`src/logic/acs_map.vh`:
```
// register map, field positions, reset values and timing counts
`ifndef ACS_MAP_VH
`define ACS_MAP_VH

// ****************************************
// register byte offsets
// ****************************************
`define ACS_CTRL_OFS      4'h0
`define ACS_SEL_OFS       4'h4
`define ACS_RESULT_OFS    4'h8
`define ACS_STATUS_OFS    4'hC

// ****************************************
// control register fields
// ****************************************
`define ACS_CTRL_EN       7
`define ACS_CTRL_START    6
`define ACS_CTRL_FREE     5
`define ACS_CTRL_DONE     4
`define ACS_CTRL_IE       3
`define ACS_CTRL_DIV_HI   2
`define ACS_CTRL_DIV_LO   0

// ****************************************
// selection register fields
// ****************************************
`define ACS_SEL_REF_HI    7
`define ACS_SEL_REF_LO    6
`define ACS_SEL_CH_HI     3
`define ACS_SEL_CH_LO     0

// ****************************************
// reset values
// ****************************************
`define ACS_SEL_RST       6'h00
`define ACS_DIV_RST       3'h0
`define ACS_RESULT_RST    10'h000

// ****************************************
// conversion timing, in converter clock cycles
// ****************************************
`define ACS_NORM_LEN      5'd13
`define ACS_EXT_LEN       5'd25
`define ACS_NORM_SH       5'd1
`define ACS_EXT_SH        5'd13
`define ACS_SAR_BITS      5'd10

// ****************************************
// sleep mode codes seen on sleep_mode_i
// ****************************************
`define ACS_SLEEP_IDLE    3'h0
`define ACS_SLEEP_NR      3'h1

`endif

```
`src/logic/acs_prescaler.v`:
```
// converter clock prescaler producing rise and mid-cycle ticks
`timescale 1ns/1ps
module acs_prescaler (
  input  wire       ref_clk_i,
  input  wire       nrst_i,
  input  wire       ce_i,
  input  wire       enable_i,
  input  wire [2:0] div_sel_i,
  output wire       rise_o,
  output wire       fall_o
);

  reg  [6:0] cnt;
  wire [2:0] expo;
  wire [7:0] mask;
  wire [7:0] low;

  // divide by 2^sel, with sel 0 treated as divide by two
  assign expo = (div_sel_i == 3'h0) ? 3'h1 : div_sel_i;
  assign mask = (8'h01 << expo) - 8'h01;
  assign low  = {1'b0, cnt} & mask;

  assign rise_o = enable_i & (low == mask);
  assign fall_o = enable_i & (low == {1'b0, mask[7:1]});

  always @(posedge ref_clk_i) begin
    if (!nrst_i) begin
      cnt <= 7'h00;
    end else if (ce_i) begin
      if (!enable_i) begin
        cnt <= 7'h00;
      end else begin
        cnt <= cnt + 7'h01;
      end
    end
  end

endmodule // acs_prescaler

```
`src/logic/acs_sar.v`:
```
// successive approximation register, one bit decided per step
`timescale 1ns/1ps
module acs_sar (
  input  wire       ref_clk_i,
  input  wire       nrst_i,
  input  wire       ce_i,
  input  wire       load_i,
  input  wire       step_i,
  input  wire       cmp_i,
  output reg  [9:0] code_o
);

  reg  [9:0] trial;
  wire [9:0] kept;
  wire [9:0] next_trial;

  // comparator high means input at or above the trial code
  assign kept       = cmp_i ? code_o : (code_o & ~trial);
  assign next_trial = {1'b0, trial[9:1]};

  always @(posedge ref_clk_i) begin
    if (!nrst_i) begin
      code_o <= 10'h000;
      trial  <= 10'h000;
    end else if (ce_i) begin
      if (load_i) begin
        code_o <= 10'h200;
        trial  <= 10'h200;
      end else if (step_i && (trial != 10'h000)) begin
        code_o <= kept | next_trial;
        trial  <= next_trial;
      end
    end
  end

endmodule // acs_sar

```
`src/logic/acs_sequencer.v`:
```
// converter conversion sequencer with avalon register slave
`timescale 1ns/1ps
`include "acs_map.vh"

// Contract
// - prescaler counts while enabled and is held in reset while disabled.
// - a set start bit begins conversion on the next converter clock rise.
// - an ordinary conversion lasts 13 converter clock cycles.
// - the first conversion after enabling lasts 25 converter clock cycles.
// - sample strobe at 1.5 cycles, or 13.5 cycles in the first conversion.
// - completion writes the result and sets the done flag.
// - in single mode the start bit clears together with the done flag.
// - free running restarts immediately and keeps the start bit high.
// - channel and reference pass a holding register, locked during conversion.
// - selection transfer resumes in the last cycle before completion.
// - in free running a post-completion selection change skips the next conversion.
// - idle or noise-reduction sleep with halted cpu starts a conversion when not busy, with the interrupt enabled and free running off.
// - a sleep conversion finishes and raises its request even after wake-up.
// - other sleep modes leave the converter enable untouched.
// - clearing the enable aborts a running conversion at once.
// - a channel change during conversion applies only from its last cycle.
module acs_sequencer (
  input  wire        ref_clk_i,
  input  wire        nrst_i,
  input  wire        ce_i,
  input  wire [3:0]  avs_address_i,
  input  wire        avs_read_i,
  input  wire        avs_write_i,
  input  wire [31:0] avs_writedata_i,
  input  wire [3:0]  avs_byteenable_i,
  output reg  [31:0] avs_readdata_o,
  output wire        avs_waitrequest_o,
  input  wire        cmp_i,
  input  wire [2:0]  sleep_mode_i,
  input  wire        cpu_halted_i,
  output reg         sh_strobe_o,
  output wire [9:0]  dac_code_o,
  output reg  [3:0]  active_channel_o,
  output reg  [1:0]  active_ref_o,
  output wire        analog_enable_o,
  output wire        conv_active_o,
  output wire        done_irq_o
);

  // ****************************************
  // address decode
  // ****************************************
  function hit;
    input [3:0] addr;
    input [3:0] ofs;
    begin
      hit = (addr[3:2] == ofs[3:2]);
    end
  endfunction

  // ****************************************
  // state
  // ****************************************
  reg        converter_enable;
  reg        start_conversion_bit;
  reg        free_run_select;
  reg        conversion_done_flag;
  reg        irq_enable;
  reg  [2:0] clock_divide_select;
  reg  [3:0] channel_select;
  reg  [1:0] reference_select;
  reg  [9:0] result;
  reg        busy;
  reg        extended;
  reg        first_pending;
  reg  [4:0] cyc;
  reg        ack;
  reg        cmp_meta;
  reg        cmp_sync;
  reg        halted_q;

  wire       rise;
  wire       fall;
  wire [9:0] sar_code;
  wire       access;
  wire       wr_ctrl;
  wire       wr_sel;
  wire [7:0] wbyte;
  wire [4:0] conv_len;
  wire [4:0] sh_cyc;
  wire       last_cyc;
  wire       complete;
  wire       begin_conv;
  wire       sh_now;
  wire       sar_step;
  wire       sleep_ok;
  wire       sleep_start;
  wire       sw_start;
  wire       sw_clear_done;
  wire       en_next;

  // ****************************************
  // avalon slave handshake
  // ****************************************
  // one wait state per access keeps read data registered
  assign access            = avs_read_i | avs_write_i;
  assign avs_waitrequest_o = access & ~ack;

  assign wbyte   = avs_writedata_i[7:0];
  assign wr_ctrl = avs_write_i & ack & avs_byteenable_i[0]
                   & hit(avs_address_i, `ACS_CTRL_OFS);
  assign wr_sel  = avs_write_i & ack & avs_byteenable_i[0]
                   & hit(avs_address_i, `ACS_SEL_OFS);

  assign sw_start      = wr_ctrl & wbyte[`ACS_CTRL_START];
  assign sw_clear_done = wr_ctrl & wbyte[`ACS_CTRL_DONE];

  always @(posedge ref_clk_i) begin
    if (!nrst_i) begin
      ack            <= 1'b0;
      avs_readdata_o <= 32'h0000_0000;
    end else if (ce_i) begin
      ack <= access & ~ack;
      if (avs_read_i && !ack) begin
        if (hit(avs_address_i, `ACS_CTRL_OFS)) begin
          avs_readdata_o <= {24'h00_0000, converter_enable,
                             start_conversion_bit, free_run_select,
                             conversion_done_flag, irq_enable,
                             clock_divide_select};
        end else if (hit(avs_address_i, `ACS_SEL_OFS)) begin
          avs_readdata_o <= {24'h00_0000, reference_select, 2'b00,
                             channel_select};
        end else if (hit(avs_address_i, `ACS_RESULT_OFS)) begin
          avs_readdata_o <= {22'h00_0000, result};
        end else begin
          // busy 15, extended 14, first 13, ref 12:11, channel 10:7, cycle 4:0
          avs_readdata_o <= {16'h0000, busy, extended,
                             first_pending, active_ref_o,
                             active_channel_o, 2'b00, cyc};
        end
      end
    end
  end

  // ****************************************
  // comparator synchroniser
  // ****************************************
  // two flops of latency: a step reads a fresh decision only when the
  // converter clock is at least four system clocks long, since the first step comes one and a half cycles after the load
  always @(posedge ref_clk_i) begin
    if (!nrst_i) begin
      cmp_meta <= 1'b0;
      cmp_sync <= 1'b0;
    end else if (ce_i) begin
      cmp_meta <= cmp_i;
      cmp_sync <= cmp_meta;
    end
  end

  // ****************************************
  // prescaler and approximation register
  // ****************************************
  acs_prescaler u_prescaler (
    .ref_clk_i (ref_clk_i),
    .nrst_i    (nrst_i),
    .ce_i      (ce_i),
    .enable_i  (converter_enable),
    .div_sel_i (clock_divide_select),
    .rise_o    (rise),
    .fall_o    (fall)
  );

  acs_sar u_sar (
    .ref_clk_i (ref_clk_i),
    .nrst_i    (nrst_i),
    .ce_i      (ce_i),
    .load_i    (sh_now),
    .step_i    (sar_step),
    .cmp_i     (cmp_sync),
    .code_o    (sar_code)
  );

  assign dac_code_o = sar_code;

  // ****************************************
  // conversion timing
  // ****************************************
  assign conv_len = extended ? `ACS_EXT_LEN : `ACS_NORM_LEN;
  assign sh_cyc   = extended ? `ACS_EXT_SH : `ACS_NORM_SH;
  assign last_cyc = busy & (cyc == conv_len - 5'd1);
  assign complete = last_cyc & rise;

  // start waits for a converter clock rise, never mid-cycle
  assign begin_conv = converter_enable & rise & start_conversion_bit
                      & ~busy;

  // strobe half a cycle into cycle 1, or into cycle 13 when extended
  assign sh_now   = busy & fall & (cyc == sh_cyc);
  assign sar_step = busy & rise & (cyc > sh_cyc)
                    & (cyc <= sh_cyc + `ACS_SAR_BITS);

  // ****************************************
  // sleep-initiated conversion
  // ****************************************
  // only idle and noise-reduction sleep qualify; others change nothing
  assign sleep_ok = (sleep_mode_i == `ACS_SLEEP_IDLE)
                    | (sleep_mode_i == `ACS_SLEEP_NR);

  assign sleep_start = converter_enable & ~busy & ~start_conversion_bit
                       & ~free_run_select & irq_enable & sleep_ok
                       & cpu_halted_i & ~halted_q;

  always @(posedge ref_clk_i) begin
    if (!nrst_i) begin
      halted_q <= 1'b0;
    end else if (ce_i) begin
      halted_q <= cpu_halted_i;
    end
  end

  // ****************************************
  // control bits
  // ****************************************
  always @(posedge ref_clk_i) begin
    if (!nrst_i) begin
      converter_enable    <= 1'b0;
      free_run_select     <= 1'b0;
      irq_enable          <= 1'b0;
      clock_divide_select <= `ACS_DIV_RST;
    end else if (ce_i && wr_ctrl) begin
      converter_enable    <= wbyte[`ACS_CTRL_EN];
      free_run_select     <= wbyte[`ACS_CTRL_FREE];
      irq_enable          <= wbyte[`ACS_CTRL_IE];
      clock_divide_select <= wbyte[`ACS_CTRL_DIV_HI:`ACS_CTRL_DIV_LO];
    end
  end

  // enable as it will be after this edge, so enable and start may be
  // written together and a disabling write clears start at once
  assign en_next = wr_ctrl ? wbyte[`ACS_CTRL_EN] : converter_enable;

  // writing zero to the start bit has no effect; only completion in single mode or a disabling write clears it
  always @(posedge ref_clk_i) begin
    if (!nrst_i) begin
      start_conversion_bit <= 1'b0;
    end else if (ce_i) begin
      if (!en_next) begin
        start_conversion_bit <= 1'b0;
      end else if (sw_start || sleep_start) begin
        start_conversion_bit <= 1'b1;
      end else if (complete && !free_run_select) begin
        start_conversion_bit <= 1'b0;
      end
    end
  end

  // set wins over a write-one clear in the same cycle
  always @(posedge ref_clk_i) begin
    if (!nrst_i) begin
      conversion_done_flag <= 1'b0;
    end else if (ce_i) begin
      if (complete) begin
        conversion_done_flag <= 1'b1;
      end else if (sw_clear_done) begin
        conversion_done_flag <= 1'b0;
      end
    end
  end

  // request stays up after wake-up until software clears the flag
  assign done_irq_o = conversion_done_flag & irq_enable;

  // ****************************************
  // selection holding and active selection
  // ****************************************
  always @(posedge ref_clk_i) begin
    if (!nrst_i) begin
      {reference_select, channel_select} <= `ACS_SEL_RST;
    end else if (ce_i && wr_sel) begin
      reference_select <= wbyte[`ACS_SEL_REF_HI:`ACS_SEL_REF_LO];
      channel_select   <= wbyte[`ACS_SEL_CH_HI:`ACS_SEL_CH_LO];
    end
  end

  // selections take effect only while enabled, and are frozen mid-conversion
  always @(posedge ref_clk_i) begin
    if (!nrst_i) begin
      {active_ref_o, active_channel_o} <= `ACS_SEL_RST;
    end else if (ce_i && converter_enable) begin
      if (!busy || last_cyc) begin
        active_ref_o     <= reference_select;
        active_channel_o <= channel_select;
      end
    end
  end

  // ****************************************
  // conversion sequencer
  // ****************************************
  always @(posedge ref_clk_i) begin
    if (!nrst_i) begin
      busy          <= 1'b0;
      extended      <= 1'b0;
      first_pending <= 1'b1;
      cyc           <= 5'd0;
    end else if (ce_i) begin
      if (!converter_enable) begin
        busy          <= 1'b0;
        cyc           <= 5'd0;
        first_pending <= 1'b1;
      end else if (begin_conv) begin
        busy          <= 1'b1;
        cyc           <= 5'd0;
        extended      <= first_pending;
        first_pending <= 1'b0;
      end else if (complete) begin
        cyc      <= 5'd0;
        extended <= 1'b0;
        // free running restarts on this same rise, start bit untouched
        busy     <= free_run_select & start_conversion_bit;
      end else if (busy && rise) begin
        cyc <= cyc + 5'd1;
      end
    end
  end

  // ****************************************
  // result and sample strobe
  // ****************************************
  always @(posedge ref_clk_i) begin
    if (!nrst_i) begin
      result      <= `ACS_RESULT_RST;
      sh_strobe_o <= 1'b0;
    end else if (ce_i) begin
      // no strobe on the edge that switches the converter off
      sh_strobe_o <= sh_now & en_next;
      if (complete) begin
        result <= sar_code;
      end
    end
  end

  assign analog_enable_o = converter_enable;
  assign conv_active_o   = busy;

endmodule // acs_sequencer

```
`config.mk`:
```
export PLATFORM = sky130hd
export DESIGN_NAME = acs_sequencer
export DESIGN_NICKNAME = d
export VERILOG_FILES = /design/src/logic/acs_prescaler.v /design/src/logic/acs_sar.v /design/src/logic/acs_sequencer.v
export VERILOG_INCLUDE_DIRS = /design/src /design/src/logic
export SDC_FILE = /design/constraint.sdc
export NUM_CORES = 1
export LEC_CHECK = 0
export BUFFER_PORTS_ARGS = -buffer_cell sky130_fd_sc_hd__clkbuf_2
export CORE_MARGIN = 10
export CORE_UTILIZATION = 44
export DETAILED_ROUTE_END_ITERATION = 7
export PLACE_DENSITY = 0.68
export SETUP_SLACK_MARGIN = 0.1
export SLEW_MARGIN = 10
export SYNTH_ARGS = -nofsm -noshare
export SYNTH_HDL_FRONTEND = slang
export SYNTH_HIERARCHICAL = 1
export SYNTH_SLANG_ARGS = --single-unit
export TNS_END_PERCENT = 100
```
`constraint.sdc`:
```
create_clock -name ref_clk_i -period 6.9 [get_ports ref_clk_i]
set_input_delay 0.345 -clock ref_clk_i [delete_from_list [all_inputs] [get_ports ref_clk_i]]
set_output_delay 0.345 -clock ref_clk_i [all_outputs]
set_load 0.02 [all_outputs]
```
==> impl_metrics.csv, run 1 <==
group,metric,value,unit
timing,min_period_over_period,55.2,%
hold_path,hold_depth,3,
timing,slew_headroom,38.2,%
timing,clock.fmax,263,MHz
route,drtIter0Drc,197,
setup_path,crit_fanout,19,
hold_path,worstHoldStart,"avs_writedata_i[1]",
synthesis,async_flop_share,0,%
route,drc,0,
hold_path,hold_path_class,"input port to register",
route,vias,3442,
placed_design,place_congestion,0.852,
setup_path,crit_type,"register to register",
synthesis,yosys-top-cells-count,"dfxtp_1 (86), nor2_1 (50), nand2_1 (43)",
route,routed_via_density,5.43,
flow_run,cap_violations,0,
cts,post_cts_resized,0,
setup_path,worstReg2RegEnd,"u_sar/code_o[6]",
cts,hold_buffers,0,
finish,fin_area,4680,sq um
setup_path,crit_path_end_kind,"register",
placed_design,dpl_cell_area,4490,sq um
cts,cts_made_buffers,9,
setup_path,rr_startpoint,"clock_divide_select[2]",
synthesis,yosysTopAreaCell,"dfxtp_1",
hold_path,holdPathEnd,"channel_select[1]",
timing,setup_violations,0,
floorplanning,die_width,118,um
grt,antenna_found_initial,0,
timing,drv_slew,0,
synthesis,ys_seq_area_share,40.7,%
floorplanning,die_area,13900,sq um
synthesis,postSynthAreaPerCell,9.29,sq um
grt,grt_max_degree,55,
timing,worst_pin_slew,925,ps
finish,nets,559,
timing,grt_setup_unrepaired,"false",
cts,clock-sinks,86,
power,power.density,192,nW/um^2
timing,skew,20.1,ps
synthesis,synth_xor_area_share,2.28,%
cts,cts_buffer_depth,2,
grt,gr-total-overflow,0,
cts,clk-insertion-delay-late,360,ps
timing,hold_viol,0,
synthesis,synth_compound_area_share,16.8,%
cts,cts_tree,"done",
setup_path,rr_worst_depth,13,
synthesis,synth-adder-area-share,2.66,%
setup_path,critPathLaunchType,"register",
synthesis,synthSimpleGateAreaFrac,19.6,%
floorplanning,core-area,9280,sq um
setup_path,rrSetupSlack,3090,ps
synthesis,netlist.area_leader.share,40.7,%
synthesis,muxShareOfSynthArea,11.1,%
route,ant_nets,0,
finish,area.sequential,1720,sq um
synthesis,ys.flop_type,"dfxtp_1",
grt,grt_pass1_wl,17300,um
finish,drive_above_1_share,19.2,%
synthesis,yosysWarnings,6,
placed_design,dp_hpwl,7710,um
cts,cts_setup_buffers,0,
cts,ctsHtreeMaxLevel,3,
cts,path_clk_slew,90,ps
synthesis,synthTopCellsByArea,"dfxtp_1 (41%), mux2i_1 (7.6%), nor2_1 (4.4%)",
synthesis,ys_types,69,
setup_path,worstPathRequired,7200,ps
placed_design,port_buffers,56,
power,max-vdd-ir-drop,91.7,uV
floorplanning,io-pin-count,103,
route,wl_per_cell,16.4,um
route,drt_pre_antenna_iters,4,
synthesis,synth_top_family_by_area,"simple AND/OR/NAND/NOR gates",
synthesis,ys_ff_latch,86,
timing,fin_crit,3810,ps
setup_path,crit_arrival,4100,ps
run_status,outcome,"completed",
finish,multiInputGateArea,2280,sq um
floorplanning,row_count,35,
synthesis,synth_edf_count,0,
finish,syn_to_final_growth,10.8,%
cts,root_buffer,"clkbuf_8",
floorplanning,initial_core_util,45.5,%
timing,setup_tns,0,ps
finish,nFillCells,892,
synthesis,syn_inst,455,
grt,grt_pass1_vias,3408,
synthesis,yosysMostFrequentCell,"dfxtp_1",
power,power.leakage,1.91,nW
finish,antenna_cells,0,
synthesis,synth_area,4230,sq um
grt,grt_usage,14.7,%
floorplanning,dieHeight,118,um
route,drt-total-wl,10400,um
-- where the power goes --
group	switching, W	internal (W)	total, W
Sequential	0.00000353	0.000499	0.000503
Clock	0.000191	0.000146	0.000337
Combinational	0.0000404	0.0000166	0.0000570
-- through the flow --
stage          std cells  utilization, %  total power [W]  hold slack [ps]  setup slack [ps]
6_report             634            50.4         0.000897              237              3090
5_1_grt              634            50.4         0.000933              226              2750
4_1_cts              634            50.4         0.000908              219              3220
3_5_place_dp         618            48.4         0.000571              444              3250
3_3_place_gp         618            48.4         0.000570              438              3310
2_1_floorplan        470               -         0.000562              453              3790
-- final cells by class --
type	count	area share, %
Multi-Input combinational cell	336	48.8
Timing Repair Buffer	57	6.14
Clock inverter	6	1.15
Tap cell	129	3.45
Sequential cell	86	36.8
Clock buffer	10	2.94
Inverter	10	0.801
-- layer usage --
| metal | global-route usage (%) | share of wire, % | vias up |
|---|---|---|---|
| li1 | - | - | 1690 |
| met1 | 17.7 | 44 | 1654 |
| met2 | 24.2 | 49 | 85 |
| met3 | 3.65 | 5.6 | 13 |
| met4 | 6.18 | 1.4 | 0 |
| met5 | 0 | 0 | - |
-- critical path: stages (launching register included) --
cell,delay (ps)
dfxtp_1,440
or2_2,330
ha_1,220
inv_1,110
o221ai_1,120
o21a_1,210
nor3_1,460
nand2_1,180
a211oi_1,220
o21a_1,290
and4b_1,660
nand2_1,120
a211oi_1,230
a221o_1,140
-- sequential cells by signal (all words and copies together) (netlist names), 2 cells and up --
name and count:
clock_divide_select 3, u_sar/trial 10, result 10, u_sar/code_o 10, channel_select 4, cyc 5
u_prescaler/cnt 7, active_ref_o 2, active_channel_o 4, avs_readdata_o 16, reference_select 2
-- cells in the final DEF (no fill, tap or decap), types with 3 or more instances in the layout --
cell / instances
nor3_1: 3
nand2b_1: 3
dfxtp_1: 86
xnor2_1: 5
clkbuf_8: 10
a21boi_0: 5
clkbuf_2: 56
xor2_1: 6
clkinv_4: 3
a31oi_1: 5
or4_1: 3
and4b_1: 5
conb_1: 17
and3_1: 3
nand3_1: 11
a21o_1: 5
a221o_1: 4
nor2_1: 50
ha_1: 9
nor2b_1: 3
nand4_1: 5
inv_1: 8
nand2_1: 43
a21oi_1: 30
o21a_1: 4
mux4_2: 5
a22o_1: 11
nor3b_1: 3
mux2i_1: 32
a211oi_1: 6
o21ai_0: 16
-- cell families after synthesis --
kind of cell / count (synthesis)
buffers and inverters: 48
DFF: 86
muxes: 40
and+or+nand+nor: 156
other: 2
adders and majority gates: 9
xor gates and xnor gates: 11
AOI/OAI and AO/OA: 103
-- worst max-delay path by stage --
stage | from | end | slack, ps | cells after the start
after floorplan | clock_divide_select[2] | u_sar/code_o[7] | 3790 | 13
after global placement | clock_divide_select[2] | u_sar/code_o[7] | 3310 | 13
after detailed placement | clock_divide_select[1] | u_sar/code_o[6] | 3250 | 13
after CTS | clock_divide_select[1] | u_sar/code_o[6] | 3220 | 13
after global routing | clock_divide_select[2] | u_sar/code_o[6] | 2750 | 13
final | clock_divide_select[2] | u_sar/code_o[6] | 3090 | 13
(Power assumes the default switching activity.)
==> run 2: changes to the inputs <==
- clock period: 6.9 -> 3.6 ns (I/O delays scaled with it)
==> run 2 against run 1 <==
Effect of this change: flip-flop and latch count unchanged; power increased by 91%; worst hold slack got worse by 160 ps; sequential share of layout area decreased by 0.48 points; count of clock-buffer cells in the layout unchanged; die area unchanged; cell count increased by 1.3%; combinational power increased by 98%; fmax increased by 18%; setup slack got worse by 2700 ps; first-iteration DRC count increased by 2.5%; critical path type unchanged; largest cell class unchanged; largest power group unchanged.
==> impl_metrics.csv, run 2 (synthesized netlist as in run 1, its figures left out) <==
group,metric,value,unit
route,drtIter0Drc,202,
cts,cts_made_buffers,9,
route,drc,0,
grt,gr-total-overflow,0,
timing,whs,74.6,ps
finish,mostFrequentLayoutCell,"dfxtp_1",
cts,ctsHtreeMaxLevel,3,
route,vias,3463,
setup_path,crit_type,"register to register",
grt,grt_max_degree,36,
cts,cts_setup_buffers,0,
floorplanning,dieHeight,118,um
timing,clock.fmax,311,MHz
setup_path,crit_path_end_kind,"register",
floorplanning,core-area,9280,sq um
grt,grt_usage,15.3,%
placed_design,port_buffers,56,
cts,post_cts_resized,0,
finish,nets,569,
finish,largest_register,"avs_readdata_o",
timing,setup_tns,0,ps
floorplanning,row_count,35,
cts,clk-insertion-delay-late,350,ps
setup_path,crit_arrival,3460,ps
floorplanning,die_area,13900,sq um
cts,path_clk_slew,80,ps
finish,largest_reg_flops,16,
placed_design,dpl_cell_area,4570,sq um
placed_design,dp_hpwl,8020,um
floorplanning,initial_core_util,45.5,%
finish,fin_area,4740,sq um
floorplanning,die_width,118,um
route,routed_via_density,5.39,
setup_path,critPathLaunchType,"register",
cts,clock-sinks,86,
timing,fin_crit,3220,ps
timing,drv_slew,0,
finish,drive_above_1_share,20.3,%
timing,worst_pin_slew,658,ps
route,ant_nets,0,
route,wl_per_cell,16.7,um
power,power.density,361,nW/um^2
cts,cts_buffer_depth,2,
finish,final_cell_mix,"dfxtp_1 (86), clkbuf_2 (56), nor2_1 (50), nand2_1 (43), mux2i_1 (32)",
flow_run,cap_violations,0,
power,max-vdd-ir-drop,206,uV
run_status,outcome,"completed",
finish,syn_to_final_growth,12.3,%
timing,setup_violations,0,
timing,grt_setup_unrepaired,"false",
cts,cts_tree,"done",
route,drt-total-wl,10700,um
timing,skew,8.11,ps
grt,grt_pass1_wl,17800,um
placed_design,place_congestion,0.885,
cts,hold_buffers,0,
finish,layout.cells.non_filler,642,
timing,slew_headroom,56.1,%
timing,hold_viol,0,
floorplanning,io-pin-count,103,
finish,antenna_cells,0,
grt,grt_pass1_vias,3449,
placed_design,dp_cells,628,
finish,nFillCells,923,
cts,root_buffer,"clkbuf_8",
setup_path,crit_fanout,15,
power,power.leakage,1.95,nW
hold_path,hold_path_class,"input port to register",
setup_path,worstPathRequired,3840,ps
route,drt_pre_antenna_iters,5,
grt,antenna_found_initial,0,
timing,min_period_over_period,89.4,%
finish,utilization,51.1,%
[run 2: cell types whose count changed in the layout (fill, tap and decap cells not counted)]
| cell | change |
|---|---|
| clkinv_2 | +1 |
| clkbuf_8 | -1 |
| inv_6 | -1 |
| clkinv_4 | -3 |
| bufinv_16 | +1 |
| clkbuf_1 | +1 |
| clkinvlp_4 | +1 |
| inv_8 | -1 |
| buf_4 | +10 |
[run 2: final timing paths]
kind	from	end	slack, ps	cells past startpoint
worst max-delay path	clock_divide_select[1]	u_sar/code_o[7]	380	13
worst min-delay path	avs_writedata_i[1]	channel_select[1]	70	3
worst max register to register	clock_divide_select[1]	u_sar/code_o[7]	380	13
worst min register to register	avs_readdata_o[8]	avs_readdata_o[8]	450	2
[run 2: layout make-up]
| cell class | count | area [sq um] | area share [%] |
|---|---|---|---|
| repair buffers | 67 | 363 | 7.65 |
| clock inverters | 4 | 50.0 | 1.05 |
| flip-flops and latches | 86 | 1720 | 36.3 |
| well taps | 129 | 161 | 3.40 |
| inverters | 10 | 37.5 | 0.791 |
| clock buffers | 10 | 128 | 2.69 |
| multi-input cells | 336 | 2280 | 48.1 |
[run 2: through the flow]
| stage | setup WS [ps] | total power, W |
|---|---|---|
| 2_1_floorplan | 487 | 0.00108 |
| 3_3_place_gp | 459 | 0.00110 |
| 3_5_place_dp | 375 | 0.00110 |
| 4_1_cts | 373 | 0.00173 |
| 5_1_grt | 121 | 0.00178 |
| 6_report | 380 | 0.00171 |
[run 2: critical path, cell delays in order, from the launching register on]
cell	delay [ps]
dfxtp_1	310
or2_2	310
ha_1	230
inv_1	120
o221ai_1	120
o21a_1	210
nor3_1	260
nand2_1	140
a211oi_1	210
o21a_1	270
nor2_1	80
o21ai_0	290
o31ai_4	240
a221o_1	330
[run 2: where the power goes]
part,total [W],leakage (nW),switching (W),internal [W]
logic,0.000113,1.17,0.0000798,0.0000333
registers,0.000963,0.694,0.00000644,0.000957
clock network,0.000636,0.0842,0.000324,0.000312
total,0.00171,1.95,0.000410,0.00130
[run 2: metal layers]
layer,track usage (%),routed length [um],vias to the layer above
met3,4.17,638,10
met4,4.17,143,0
met2,25.3,5250,95
met5,0,0,-
li1,-,-,1717
met1,18.9,4680,1641
